$ cat config.mk
export PLATFORM = sky130hd
export DESIGN_NAME = mpt_trip_logic
export DESIGN_NICKNAME = d
export VERILOG_FILES = /design/src/rtl/mpt_pkg.sv /design/src/rtl/mpt_delay_timer.sv /design/src/rtl/mpt_trip_logic.sv
export SDC_FILE = /design/constraint.sdc
export NUM_CORES = 1
export LEC_CHECK = 0
export CAP_MARGIN = 20
export CORE_MARGIN = 10
export CORE_UTILIZATION = 45
export DETAILED_ROUTE_END_ITERATION = 6
export DONT_BUFFER_PORTS = 1
export GPL_TIMING_DRIVEN = 0
export PLACE_DENSITY = 0.71
export SYNTH_ARGS = -nofsm -noshare
export SYNTH_HDL_FRONTEND = slang
export SYNTH_SLANG_ARGS = --single-unit
$ cat constraint.sdc
create_clock -name ref_clk -period 12 [get_ports ref_clk]
set_input_delay 3.6 -clock ref_clk [delete_from_list [all_inputs] [get_ports ref_clk]]
set_output_delay 3.6 -clock ref_clk [all_outputs]
set_load 0.005 [all_outputs]
$ cat src/rtl/mpt_pkg.sv
/*
  Shared constants for the motor protection trip logic: timing, thresholds,
  fault indices, protection levels and thermal overload budgets.
  Assumes a 250 MHz control clock, currents and voltages scaled in percent, temperature in degrees Celsius.
*/
package mpt_pkg;
  // Clock and millisecond tick
  localparam int CLK_PERIOD_NS = 4;
  localparam int MS_NS = 1000000;
  localparam int MS_TICK_CYCLES = MS_NS / CLK_PERIOD_NS;
  localparam int TW = 17;

  // Trip delays in milliseconds
  localparam logic [TW-1:0] T_PHASE_MS = 17'h00BB8;
  localparam logic [TW-1:0] T_UNBAL_MS = 17'h00BB8;
  localparam logic [TW-1:0] T_VOLT_HARD_MS = 17'h001F4;
  localparam logic [TW-1:0] T_VOLT_MS = 17'h00BB8;
  localparam logic [TW-1:0] T_SHORT_MS = 17'h00064;
  localparam logic [TW-1:0] T_START_LIGHT_MS = 17'h00BB8;
  localparam logic [TW-1:0] T_START_STD_MS = 17'h03A98;
  localparam logic [TW-1:0] T_START_HEAVY_MS = 17'h07530;
  localparam logic [TW-1:0] T_NONE_MS = 17'h00000;
  localparam logic [TW-1:0] MS_PER_S = 17'h003E8;

  // Temperature hysteresis in degrees Celsius
  localparam logic [7:0] OT_TRIP_C = 8'h50;
  localparam logic [7:0] OT_CLEAR_C = 8'h37;

  // Current and voltage thresholds in percent, start current multipliers, underload delays in seconds
  localparam logic [11:0] LIGHT_LOAD_PCT = 12'h01E;
  localparam logic [11:0] SHORT_PCT = 12'h3E8;
  localparam logic [11:0] START_MULT = 12'h005;
  localparam logic [11:0] ADV_START_MULT = 12'h004;
  localparam logic [7:0] UV_HARD_PCT = 8'h28;
  localparam logic [7:0] OV_HARD_PCT = 8'h8C;
  localparam logic [6:0] UL_THR_MIN = 7'h0A;
  localparam logic [6:0] UL_THR_MAX = 7'h5A;
  localparam logic [6:0] UL_DLY_MIN = 7'h05;
  localparam logic [6:0] UL_DLY_MAX = 7'h5A;

  // Thermal budgets, percent squared times ms, for classes 2, 10, 20
  localparam logic [31:0] K_CLASS2 = 32'h15752A00;
  localparam logic [31:0] K_CLASS10 = 32'h6DAC2C00;
  localparam logic [31:0] K_CLASS20 = 32'hDB585800;
  localparam logic [31:0] HEAT_COOL = 32'h00004E20;

  // Protection levels
  localparam logic [2:0] LVL_PRIMARY = 3'h0;
  localparam logic [2:0] LVL_LIGHT = 3'h1;
  localparam logic [2:0] LVL_STD = 3'h2;
  localparam logic [2:0] LVL_HEAVY = 3'h3;
  localparam logic [2:0] LVL_ADV = 3'h4;

  // Fault indices; the displayed fault code is index plus one
  localparam int NF = 12;
  localparam int FI_OT = 0;
  localparam int FI_PHASE = 1;
  localparam int FI_UNBAL = 2;
  localparam int FI_STARTOC = 3;
  localparam int FI_OVL = 4;
  localparam int FI_UVHARD = 5;
  localparam int FI_UV = 6;
  localparam int FI_OVHARD = 7;
  localparam int FI_OV = 8;
  localparam int FI_SHORT = 9;
  localparam int FI_UNDER = 10;
  localparam int FI_EXT = 11;
  localparam logic [NF-1:0] PRIMARY_MASK = 12'h203;
  localparam logic [4:0] FC_NONE = 5'h00;
endpackage

$ cat src/rtl/mpt_delay_timer.sv
/*
  One fault delay timer counting millisecond ticks while its condition holds.
  Assumes tick is a one-cycle pulse on ref_clk once per millisecond.
*/
`timescale 1ns/1ns
module mpt_delay_timer
  import mpt_pkg::*;
(
  input wire logic ref_clk,
  input wire logic arst_n,
  input wire logic tick,
  input wire logic cond,
  input wire logic [TW-1:0] limit,
  output logic expired
);
  typedef struct packed {
    logic [TW-1:0] count;
  } mpt_timer_state_s;

  mpt_timer_state_s st;
  mpt_timer_state_s next_st;

  // Count while the condition holds, restart as soon as it drops
  always_comb begin
    next_st = st;
    if (!cond) begin
      next_st.count = '0;
    end else if (tick && (st.count < limit)) begin
      next_st.count = st.count + 17'h00001;
    end
  end

  always_ff @(posedge ref_clk or negedge arst_n) begin
    if (!arst_n) begin
      st <= '0;
    end else begin
      st <= next_st;
    end
  end

  // Expiry only while the condition still stands
  assign expired = cond && (st.count >= limit);

  a_timer_restart: assert property (@(posedge ref_clk) disable iff (!arst_n)
    !cond |=> (st.count == '0))
    else $error("delay timer did not restart");
  a_timer_counts: assert property (@(posedge ref_clk) disable iff (!arst_n)
    cond && tick && (st.count < limit) && $stable(cond) [*1] ##1 cond |-> (st.count == $past(st.count) + 17'h00001))
    else $error("delay timer missed a tick");
endmodule

$ cat src/rtl/mpt_trip_logic.sv
/*
  Protection supervisor of a three-phase soft starter: compares sensed
  temperature, phase currents and supply voltage with limits, times each
  fault and latches the first one into a trip with a fault code.
  Assumes sensor and operator inputs come from outside the clock domain and
  are slow next to the clock; currents are percent of the rated current,
  voltage is percent of nominal, temperature is degrees Celsius.
*/
`timescale 1ns/1ns
// How it works
// - Over-temperature trips at 80 C and holds until 55 C or lower.
// - Phase loss trips within 3 s of detection.
// - Phase deviation above 50 percent trips within 3 s when enabled.
// - Below 30 percent load the unbalance threshold is raised.
// - Start current above 5 times reference trips after the level's time.
// - Running overload uses inverse-time heating scaled to the reference.
// - Undervoltage trips in 0.5 s below 40 percent, 3 s below setting.
// - Overvoltage trips in 0.5 s above 140 percent, 3 s above setting.
// - Current above 10 times rating trips within 0.1 s.
// - Underload below 10 to 90 percent trips after 5 to 90 s.
// - Five protection levels: primary, light, standard, heavy, advanced.
// - Primary ignores external instant stop, keeps heat, short, main circuit.
// - Light, standard, heavy use overload classes 2, 10 and 20.
// - Advanced uses a stricter start check, otherwise standard.
// - Delays run from valid fault detection to the trip.
// - Any trip lights the fault lamp and shows its code.
// - Panel or external stop clears the latched fault once no fault is still expired.
// - Unbalance check enable 0 disables, 1 enables unbalance protection.
module mpt_trip_logic
  import mpt_pkg::*;
#(
  parameter int MS_TICKS = MS_TICK_CYCLES
) (
  input wire logic ref_clk,
  input wire logic arst_n,
  input wire logic [7:0] heatsinkTemp,
  input wire logic phaseLoss,
  input wire logic [11:0] phaseCurrA,
  input wire logic [11:0] phaseCurrB,
  input wire logic [11:0] phaseCurrC,
  input wire logic [7:0] supplyVolt,
  input wire logic [7:0] underVoltSetting,
  input wire logic [7:0] overVoltSetting,
  input wire logic motorStarting,
  input wire logic motorRunning,
  input wire logic extInstantStop,
  input wire logic panelStop,
  input wire logic extStop,
  input wire logic [2:0] protectionLevelSelect,
  input wire logic [7:0] loadRegulationRate,
  input wire logic unbalanceCheckEnable,
  input wire logic [6:0] underloadThreshold,
  input wire logic [6:0] underloadDelay,
  output logic tripOut,
  output logic faultLed,
  output logic [4:0] faultCodeDisplay
);
  localparam int SW = 100;

  typedef struct packed {
    logic [SW-1:0] s1;
    logic [SW-1:0] s2;
    logic [17:0] tickCnt;
    logic tick;
    logic overTemp;
    logic [31:0] heat;
    logic trip;
    logic [4:0] code;
  } mpt_trip_state_s;

  mpt_trip_state_s st;
  mpt_trip_state_s next_st;

  logic [SW-1:0] rawIn;
  logic [7:0] tempS;
  logic lossS;
  logic [11:0] curAS;
  logic [11:0] curBS;
  logic [11:0] curCS;
  logic [7:0] voltS;
  logic [7:0] uvSetS;
  logic [7:0] ovSetS;
  logic startS;
  logic runS;
  logic extInstS;
  logic panelStopS;
  logic extStopS;
  logic [2:0] lvlS;
  logic [7:0] refS;
  logic unbalEnS;
  logic [6:0] ulThrS;
  logic [6:0] ulDlyS;

  logic [11:0] maxI;
  logic [11:0] minI;
  logic [13:0] spread;
  logic unbalNom;
  logic unbalRaised;
  logic [11:0] startLimit;
  logic [23:0] iSq;
  logic [23:0] rSq;
  logic [32:0] heatSum;
  logic [31:0] kNow;
  logic [6:0] ulThr;
  logic [6:0] ulDly;
  logic [NF-1:0] rawFault;
  logic [NF-1:0] levelMask;
  logic [NF-1:0] cond;
  logic [NF-1:0] faultNow;
  logic [TW-1:0] lim [NF];
  logic anyFault;
  logic clearReq;
  logic [4:0] firstNow;

  // Lowest index among the asserted faults, as a fault code
  function automatic logic [4:0] first_code(input logic [NF-1:0] v);
    logic [4:0] c;
    c = FC_NONE;
    for (int i = NF - 1; i >= 0; i--) begin
      if (v[i]) begin
        c = 5'(i + 1);
      end
    end
    return c;
  endfunction

  // Thermal budget of the selected level
  function automatic logic [31:0] level_budget(input logic [2:0] lvl);
    logic [31:0] k;
    case (lvl)
      LVL_LIGHT: k = K_CLASS2;
      LVL_HEAVY: k = K_CLASS20;
      default: k = K_CLASS10;
    endcase
    return k;
  endfunction

  // Every pin and setting passes two flip-flops before use
  assign rawIn = {heatsinkTemp, phaseLoss, phaseCurrA, phaseCurrB, phaseCurrC,
                  supplyVolt, underVoltSetting, overVoltSetting, motorStarting,
                  motorRunning, extInstantStop, panelStop, extStop,
                  protectionLevelSelect, loadRegulationRate, unbalanceCheckEnable,
                  underloadThreshold, underloadDelay};
  assign {tempS, lossS, curAS, curBS, curCS, voltS, uvSetS, ovSetS, startS,
          runS, extInstS, panelStopS, extStopS, lvlS, refS, unbalEnS,
          ulThrS, ulDlyS} = st.s2;

  // Largest and smallest phase current
  always_comb begin
    maxI = curAS;
    minI = curAS;
    if (curBS > maxI) begin
      maxI = curBS;
    end
    if (curCS > maxI) begin
      maxI = curCS;
    end
    if (curBS < minI) begin
      minI = curBS;
    end
    if (curCS < minI) begin
      minI = curCS;
    end
  end

  // Unbalance: 50 percent of the peak, 75 percent at light load
  assign spread = {2'b00, maxI - minI};
  assign unbalNom = {spread[12:0], 1'b0} > {2'b00, maxI};
  assign unbalRaised = {spread[11:0], 2'b00} > ({2'b00, maxI} + {1'b0, maxI, 1'b0});

  // Start over-current limit, tighter at the advanced level
  assign startLimit = {4'h0, refS} * ((lvlS == LVL_ADV) ? ADV_START_MULT : START_MULT);

  // Heating terms, squared percent of rated current
  assign iSq = {12'h000, maxI} * {12'h000, maxI};
  assign rSq = {16'h0000, refS} * {16'h0000, refS};
  assign heatSum = {1'b0, st.heat} + {9'h000, iSq - rSq};
  assign kNow = level_budget(lvlS);

  // Underload settings held inside their legal range
  assign ulThr = (ulThrS < UL_THR_MIN) ? UL_THR_MIN : (ulThrS > UL_THR_MAX) ? UL_THR_MAX : ulThrS;
  assign ulDly = (ulDlyS < UL_DLY_MIN) ? UL_DLY_MIN : (ulDlyS > UL_DLY_MAX) ? UL_DLY_MAX : ulDlyS;

  // Raw fault conditions before level gating
  always_comb begin
    rawFault = '0;
    rawFault[FI_OT] = st.overTemp;
    rawFault[FI_PHASE] = lossS;
    rawFault[FI_UNBAL] = (maxI < LIGHT_LOAD_PCT) ? unbalRaised : unbalNom;
    rawFault[FI_STARTOC] = startS && (maxI > startLimit);
    rawFault[FI_OVL] = runS && (st.heat >= kNow);
    rawFault[FI_UVHARD] = voltS < UV_HARD_PCT;
    rawFault[FI_UV] = voltS < uvSetS;
    rawFault[FI_OVHARD] = voltS > OV_HARD_PCT;
    rawFault[FI_OV] = voltS > ovSetS;
    rawFault[FI_SHORT] = maxI > SHORT_PCT;
    rawFault[FI_UNDER] = runS && (maxI < {5'h00, ulThr});
    rawFault[FI_EXT] = extInstS;
  end

  // Level gating: primary keeps heat, short circuit and phase loss only
  always_comb begin
    levelMask = (lvlS == LVL_PRIMARY) ? PRIMARY_MASK : '1;
    levelMask[FI_UNBAL] = levelMask[FI_UNBAL] && unbalEnS;
    cond = rawFault & levelMask;
  end

  // Delay of each fault in milliseconds
  always_comb begin
    for (int i = 0; i < NF; i++) begin
      lim[i] = T_NONE_MS;
    end
    lim[FI_PHASE] = T_PHASE_MS;
    lim[FI_UNBAL] = T_UNBAL_MS;
    case (lvlS)
      LVL_LIGHT: lim[FI_STARTOC] = T_START_LIGHT_MS;
      LVL_HEAVY: lim[FI_STARTOC] = T_START_HEAVY_MS;
      default: lim[FI_STARTOC] = T_START_STD_MS;
    endcase
    lim[FI_UVHARD] = T_VOLT_HARD_MS;
    lim[FI_UV] = T_VOLT_MS;
    lim[FI_OVHARD] = T_VOLT_HARD_MS;
    lim[FI_OV] = T_VOLT_MS;
    lim[FI_SHORT] = T_SHORT_MS;
    lim[FI_UNDER] = 17'({10'h000, ulDly} * MS_PER_S);
  end

  // One delay counter per fault, started by the fault itself
  for (genvar g = 0; g < NF; g++) begin : g_timer
    mpt_delay_timer u_timer (
      .ref_clk(ref_clk),
      .arst_n(arst_n),
      .tick(st.tick),
      .cond(cond[g]),
      .limit(lim[g]),
      .expired(faultNow[g])
    );
  end

  assign anyFault = |faultNow;
  assign clearReq = panelStopS || extStopS;
  assign firstNow = first_code(faultNow);

  // Next state: sync, tick, hysteresis, heating and the trip latch
  always_comb begin
    next_st = st;
    next_st.s1 = rawIn;
    next_st.s2 = st.s1;
    if (st.tickCnt == 18'(MS_TICKS - 1)) begin
      next_st.tickCnt = '0;
      next_st.tick = 1'b1;
    end else begin
      next_st.tickCnt = st.tickCnt + 18'h00001;
      next_st.tick = 1'b0;
    end
    if (tempS >= OT_TRIP_C) begin
      next_st.overTemp = 1'b1;
    end else if (tempS <= OT_CLEAR_C) begin
      next_st.overTemp = 1'b0;
    end
    if (st.tick) begin
      if (runS && (iSq > rSq)) begin
        next_st.heat = heatSum[32] ? '1 : heatSum[31:0];
      end else if (st.heat > HEAT_COOL) begin
        next_st.heat = st.heat - HEAT_COOL;
      end else begin
        next_st.heat = '0;
      end
    end
    // A new fault wins over a stop in the same cycle
    if (anyFault && (!st.trip || clearReq)) begin
      next_st.trip = 1'b1;
      next_st.code = firstNow;
    end else if (clearReq) begin
      next_st.trip = 1'b0;
      next_st.code = FC_NONE;
    end
  end

  always_ff @(posedge ref_clk or negedge arst_n) begin
    if (!arst_n) begin
      st <= '0;
    end else begin
      st <= next_st;
    end
  end

  // Outputs straight from the latch
  assign tripOut = st.trip;
  assign faultLed = st.trip;
  assign faultCodeDisplay = st.code;

  a_trip_holds: assert property (@(posedge ref_clk) disable iff (!arst_n)
    st.trip && !clearReq |=> st.trip && $stable(st.code))
    else $error("trip released without a stop");
  a_stop_clears: assert property (@(posedge ref_clk) disable iff (!arst_n)
    st.trip && clearReq && !anyFault |=> !tripOut && (faultCodeDisplay == FC_NONE))
    else $error("stop did not clear the trip");
  a_first_code: assert property (@(posedge ref_clk) disable iff (!arst_n)
    !st.trip && anyFault |=> tripOut && (faultCodeDisplay == $past(firstNow)))
    else $error("first fault not latched with its code");
  a_led_code: assert property (@(posedge ref_clk) disable iff (!arst_n)
    faultLed == (faultCodeDisplay != FC_NONE))
    else $error("fault lamp and code disagree");
  a_ot_set: assert property (@(posedge ref_clk) disable iff (!arst_n)
    tempS >= OT_TRIP_C |=> st.overTemp)
    else $error("over-temperature not raised at trip point");
  a_ot_hold: assert property (@(posedge ref_clk) disable iff (!arst_n)
    st.overTemp && (tempS > OT_CLEAR_C) |=> st.overTemp)
    else $error("over-temperature dropped above release point");
  a_ot_release: assert property (@(posedge ref_clk) disable iff (!arst_n)
    tempS <= OT_CLEAR_C ##1 tempS <= OT_CLEAR_C |-> !st.overTemp)
    else $error("over-temperature held below release point");
  a_level0_gate: assert property (@(posedge ref_clk) disable iff (!arst_n)
    lvlS == LVL_PRIMARY |-> !cond[FI_EXT] && !cond[FI_UNBAL] && !cond[FI_OVL] && !cond[FI_UV])
    else $error("primary level left a gated fault active");
  a_unbal_off: assert property (@(posedge ref_clk) disable iff (!arst_n)
    !unbalEnS |-> !cond[FI_UNBAL])
    else $error("unbalance active while disabled");
  a_start_time: assert property (@(posedge ref_clk) disable iff (!arst_n)
    lvlS == LVL_HEAVY |-> lim[FI_STARTOC] == T_START_HEAVY_MS)
    else $error("heavy level start delay wrong");
  a_overload_cond: assert property (@(posedge ref_clk) disable iff (!arst_n)
    runS && (st.heat >= kNow) && (lvlS != LVL_PRIMARY) |-> faultNow[FI_OVL])
    else $error("thermal budget spent without overload fault");

  // Heat store, trip latch, short gating, tick and clamp checks
  a_fault_trips: assert property (@(posedge ref_clk) disable iff (!arst_n)
    anyFault |=> tripOut)
    else $error("expired fault did not leave the trip set");
  a_heat_rises: assert property (@(posedge ref_clk) disable iff (!arst_n)
    st.tick && runS && (iSq > rSq) && !heatSum[32] |=> st.heat == $past(st.heat) + $past(iSq) - $past(rSq))
    else $error("heat store did not add the excess heating");
  a_heat_cools: assert property (@(posedge ref_clk) disable iff (!arst_n)
    st.tick && !(runS && (iSq > rSq)) && (st.heat > HEAT_COOL) |=> st.heat == $past(st.heat) - HEAT_COOL)
    else $error("heat store did not cool");
  a_short_kept: assert property (@(posedge ref_clk) disable iff (!arst_n)
    maxI > SHORT_PCT |-> cond[FI_SHORT])
    else $error("short circuit gated off at some level");
  a_tick_single: assert property (@(posedge ref_clk) disable iff (!arst_n)
    (MS_TICKS > 1) && st.tick |=> !st.tick)
    else $error("millisecond tick lasted more than one cycle");
  a_underload_clamped: assert property (@(posedge ref_clk) disable iff (!arst_n)
    (ulThr >= UL_THR_MIN) && (ulThr <= UL_THR_MAX) && (ulDly >= UL_DLY_MIN) && (ulDly <= UL_DLY_MAX))
    else $error("underload setting outside its range");
endmodule

# Word level (Yosys, flattened, before mapping)
# Cells that the tools add are included.
dict set report word_totals {
  word_cells 200
  in_bits 102
  register_bits 462
  out_inout_bits 7
}
dict set report op_classes {
  eq_ne 16
  n_addsub 18
  reduce_logical 37
  multipliers 4
  order_cmp 47
  n_mux 57
  n_bitwise 1
}
# cell n
set ops {}
lappend ops {{2-to-1 mux 17 bit} 24}
lappend ops {{adder 17 x 1 -> 17 bit, second input constant} 12}
lappend ops {{2-to-1 mux 32 bit} 3}
lappend ops {{greater-or-equal comparator 17 x 12 -> 1 bit, second input constant} 4}
lappend ops {{less-than comparator 17 x 12 -> 1 bit, second input constant} 4}
lappend ops {{case mux 32 bit (2 select lines)} 1}
lappend ops {{2-to-1 mux 12 bit} 5}
lappend ops {{2-to-1 mux 5 bit} 11}
lappend ops {{greater-or-equal comparator 17 x 1 -> 1 bit, second input constant} 3}
lappend ops {{less-than comparator 17 x 1 -> 1 bit, second input constant} 3}
lappend ops {{greater-or-equal comparator 17 x 9 -> 1 bit, second input constant} 2}
lappend ops {{less-than comparator 17 x 9 -> 1 bit, second input constant} 2}
lappend ops {{adder 32 x 24 -> 33 bit} 1}
lappend ops {{greater-or-equal comparator 32 bit} 1}
lappend ops {{greater-than comparator 32 x 15 -> 1 bit, second input constant} 1}
lappend ops {{subtractor 32 x 15 -> 32 bit, second input constant} 1}
lappend ops {{logical AND 1 bit} 30}
lappend ops {{case mux 15 bit (2 select lines)} 1}
lappend ops {{2-to-1 mux 7 bit} 4}
lappend ops {{greater-than comparator 12 bit} 2}
lappend ops {{greater-than comparator 24 x 16 -> 1 bit} 1}
lappend ops {{less-than comparator 12 bit} 2}
lappend ops {{multiplier 12 x 12 -> 24 bit} 1}
lappend ops {{!= test 2 x 1 -> 1 bit, second input constant} 12}
lappend ops {{other kinds (42)} 49}

# Logic depth before layout (Yosys ltp)
dict set report depth {
  word_depth 22
  ltp_mapped 64
  ltp_nobuf 58
}

# Hierarchy
# From an unflattened synthesis, not the netlist that was laid out.
dict set report hier_totals {
  cells_unflattened 4172
  area_unflattened_um2 37699.9
}
# mod n_inst seq_area_each_um2 cells_per_inst area_per_inst_um2
set modules_own_cells {}
lappend modules_own_cells {mpt_trip_logic 1 6281.0 2276 21664.5}
lappend modules_own_cells {mpt_delay_timer 12 425.4 158 1336.3}

# Worst setup path before layout
# OpenSTA, ideal clock, no wires.
dict set report synth_path {
  kind {register to register}
  start {reg st, in the netlist curAS[1]}
  end {reg st[33] (netlist bit)}
  stages_incl_launch_ff 55
  period_less_slack_ns 12.753
  setup_time_ns 0.126
  setup_slack_ns -0.753
  t_arrival_ns 12.627
  t_required_ns 11.874
  cell_sequence {dfrtp_1 -> inv_1 -> ha_1 -> nor2b_1 -> o211ai_2 -> a211oi_4 -> o31a_1 -> buf_6 -> clkbuf_1 -> clkbuf_1 -> nor2_1 -> a21oi_1 -> ha_1 -> and4_1 -> and2_1 -> nand2_1 -> mux2i_4 -> o41a_2 -> [19 not listed] -> a211oi_1 -> xnor2_1 -> ha_1 -> a31o_2 -> a21o_1 -> or2_2 -> clkbuf_1 -> or4b_2 -> xnor2_1 -> ha_1 -> a21oi_1 -> o21bai_1 -> a21oi_1 -> o21ai_1 -> nand4_1 -> clkbuf_1 -> o21ai_0 -> a221o_1}
}
dict set report synth_between {
  elab_chain_cells 9
  word_cells_on_any_way 11
  classes_between {add/sub: 2; mul: 1; order compare: 3; mux: 4; reduce/logical: 1}
}
# element line_no
set synth_rtl {}
lappend synth_rtl {{from (decl)} mpt_trip_logic.sv:71} ;# mpt_trip_state_s st;
lappend synth_rtl {{from (signal assigned)} mpt_trip_logic.sv:284} ;# st <= next_st;
lappend synth_rtl {{greater-than comparator 12 bit} mpt_trip_logic.sv:152} ;# if (curBS > maxI) begin
lappend synth_rtl {{2-to-1 mux 12 bit (*)} mpt_trip_logic.sv:152}
lappend synth_rtl {{greater-than comparator 12 bit} mpt_trip_logic.sv:155} ;# if (curCS > maxI) begin
lappend synth_rtl {{2-to-1 mux 12 bit (*)} mpt_trip_logic.sv:155}
lappend synth_rtl {{multiplier 12 x 12 -> 24 bit (*)} mpt_trip_logic.sv:175} ;# assign iSq = {12'h000, maxI} * {12'h000, maxI};
lappend synth_rtl {{subtractor 24 x 16 -> 24 bit} mpt_trip_logic.sv:177} ;# assign heatSum = {1'b0, st.heat} + {9'h000, iSq - rSq};
lappend synth_rtl {{adder 32 x 24 -> 33 bit} mpt_trip_logic.sv:177}
lappend synth_rtl {{2-to-1 mux 32 bit} mpt_trip_logic.sv:263} ;# next_st.heat = heatSum[32] ? '1 : heatSum[31:0];
lappend synth_rtl {{2-to-1 mux 32 bit (*)} mpt_trip_logic.sv:262} ;# if (runS && (iSq > rSq)) begin
# Every way passes the cells marked *; elsewhere a longest branch is shown, timed or not.
# A chain may end at the register's enable or synchronous reset.

# Worst setup path after layout
dict set report layout_path {
  start {reg st, in the netlist curBS[10]}
  end {reg st[37] (netlist bit)}
}
# Same word-level chain as after synthesis.

==> summary.txt <==
Critical path
  – Crit Path Category: flip-flop to flip-flop
  – Crit start category: flip-flop
  – Critical path arrival: 12.42 ns
  – Crit-path most repeated cell: buf_4
  – Req. time, crit path: 12.51 ns
  – CP max-delay cell: or4b_4
  – CP max FO: 6
  – Crit path buf inv count: 17
  – Crit path largest cell delay: roughly 0.58 ns
  – CP delay by family, top: adder cells
  – Critical Path End Type: flip-flop

Timing
  – Max Slew Vio Count: 0
  – Setup Skew: 0.0194 ns
  – Final min period: 11.91 ns
  – Setup WS post-layout: 0.0911 ns
  – Slew headroom: 0.321
  – Total negative slack: 0 ns
  – Slew @ Worst Pin: 1.01 ns
  – Max Clk Rate: 84.0 MHz
  – Period utilization: 0.992
  – Endpoints failing hold: 0
  – # setup viols final: 0
  – RSZ-0062 raised after global routing: yes

Global route
  – First-pass GRT wire length: around 120000 microns
  – GRT Total Usage: 0.182
  – Largest net degree at the start of global routing: between 400 and 500
  – Antenna violations before repair: 9
  – Remaining Overflow, GRT: 0
  – Vias in the first global route: 22800

Outcome
  – Status: finished clean

Clock tree
  – Hold-fix buffers, CTS: 0
  – Total clock sinks: between 400 and 500
  – Clock-pin slew on the worst setup and hold paths: 0.07 ns
  – Clk buf depth: 3
  – CTS tree: done
  – Root Driver: clkbuf_16
  – Clk Latency, worst-skew pair: between 0.5 and 0.6 ns
  – CTS buffer count: 46
  – Htree depth: 2

Floorplan
  – Rows: 94
  – Die X: 277 microns
  – Initial Utilization: 0.454
  – Die area: a little under 80000 sq um
  – Die Span Y: between 200 and 300 microns
  – Core area: 65700 sq um
  – IO Count: 109

Drt
  – Final wirelength: ~74000 microns
  – Post-DR vias/cell: ~5.5
  – Via count: 23500
  – DR WL/cell: 17.6 microns
  – Drt initial violations: 1807
  – Router iterations before antenna repair: 6
  – DRC violations left: 0
  – Post-DRT Antenna Nets: 0

Finish
  – Share of cells above drive strength 1: 0.139
  – Area growth syn-to-layout: 17.1%
  – Post-route design area: 34900 sq um
  – Commonest non-fill, non-tap cell in the layout: dfrtp_1
  – Most frequent cells in the layout: 400 x dfrtp_1, 349 x inv_1, 327 x ha_1
  – Fin nets: just under 4000

Yosys
  – Post-synth EDFFs: 0
  – Post-Syn Area: 29800 sq um
  – Ys flop type: dfrtp_1
  – Synth Instances: ~3100
  – Seq/Total Area, Yosys: 0.339
  – Flops & latches, synth: 404
  – Ys async rst share: 1.00
  – Avg Inst Size Synth: 9.49 sq um
  – Syn. warnings: 0
  – Post-synth cell types: 98

Placement
  – Post-place setup slack: -2.49 ns
  – # port buffers: 0
  – DP Area: roughly 31000 sq um
  – RD Place Congestion: 0.948
  – DP HPWL: 51600 microns

Hold path
  – Hold Path Class: flip-flop to flip-flop

Job
  – Max Cap Viol: 0
## layer usage
layer,wire (microns),global-route usage,vias up
met2,34400,0.293,826
met3,5360,0.0342,188
met5,57,0,-
met1,32600,0.249,11300
met4,2060,0.0461,12
li1,-,-,11200
## cells by family after synthesis
kind of cell	count (synthesis)	synth area share
buffers and inverters	439	0.0573
muxes	39	0.0147
AOI/OAI and AO/OA	581	0.130
DFF	404	0.339
adders and majority gates	486	0.237
xor gates and xnor gates	202	0.0593
and+or+nand+nor	990	0.163
other	2	0.000252
## per-stage QoR
step                      hold WS, ns  cells  utilization
after CTS                       0.343   4173        0.513
after detailed placement        0.335   4009        0.472
after global placement          0.331   4008        0.472
after global routing            0.347   4237        0.531
final                           0.342   4238        0.531
after floorplan                 0.331   3144            -
## area by class of cell
class                   count  area [sq um]
well taps                 864          1080
clock inverters            20           225
diodes                      2          5.00
inverters                 371          1430
repair buffers            147          1280
flip-flops and latches    404         10100
clock buffers              64          1290
multi-input cells        2301         19100
plain buffers              65           398
fillers                  5616         30800
## Yosys cell counts, types with 9 or more instances
| master | n | share of area |
|---|---|---|
| a211o_1 | 10 | 0.0029 |
| a211oi_1 | 20 | 0.0050 |
| a21boi_1 | 10 | 0.0025 |
| a21o_1 | 52 | 0.013 |
| a21oi_1 | 142 | 0.024 |
| a31oi_1 | 34 | 0.0071 |
| and2_1 | 52 | 0.011 |
| and3_1 | 39 | 0.0082 |
| and4_1 | 12 | 0.0035 |
| clkbuf_1 | 53 | 0.0067 |
| dfrtp_1 | 404 | 0.34 |
| fa_1 | 130 | 0.087 |
| ha_1 | 356 | 0.15 |
| inv_1 | 369 | 0.046 |
| mux2_2 | 15 | 0.0057 |
| mux2i_1 | 21 | 0.0070 |
| nand2_1 | 231 | 0.029 |
| nand2b_1 | 32 | 0.0067 |
| nand3_1 | 73 | 0.012 |
| nand4_1 | 47 | 0.0099 |
| nor2_1 | 305 | 0.038 |
| nor2b_1 | 35 | 0.0073 |
| nor3_1 | 58 | 0.0097 |
| nor4_1 | 31 | 0.0065 |
| o211ai_1 | 14 | 0.0035 |
| o21a_1 | 25 | 0.0063 |
| o21ai_0 | 130 | 0.022 |
| o21bai_1 | 14 | 0.0035 |
| o311ai_1 | 9 | 0.0026 |
| or2_2 | 9 | 0.0019 |
| or3_1 | 27 | 0.0057 |
| or4_1 | 11 | 0.0028 |
| xnor2_1 | 119 | 0.035 |
| xor2_1 | 83 | 0.024 |
## flip-flops by register name (all words and copies together), names as in the netlist, 3 cells and up
name,cells
st,88
faultCodeDisplay,4
next_st,97
g_timer.u_timer.st,153
curBS,12
lvlS,3
ovSetS,8
refS,8
curCS,12
curAS,12
## what timing repair did
action	4_1_cts	5_1_grt
setup buffers	81	60
pin swaps	44	93
gates resized for setup	118	142
endpoints found under the setup margin	32	32
gates cloned	2	3
## final timing paths
| check | cells past startpoint | slack, ns | to | startpoint |
|---|---|---|---|---|
| min in group asynchronous | 0 | 2.74 | next_st[131] | arst_n |
| worst min register to register | 0 | 0.34 | st[63] | next_st[63] |
| worst min-delay path | 0 | 0.34 | st[63] | next_st[63] |
| worst max-delay path | 59 | 0.09 | st[37] | curBS[10] |
| worst max register to register | 59 | 0.09 | st[37] | curBS[10] |
| max in group asynchronous | 0 | 8.71 | g_timer[5].u_timer.st[9] | arst_n |
Power is not shown: default switching activity piles up to over one toggle a cycle in this logic, so the estimate is an artifact.
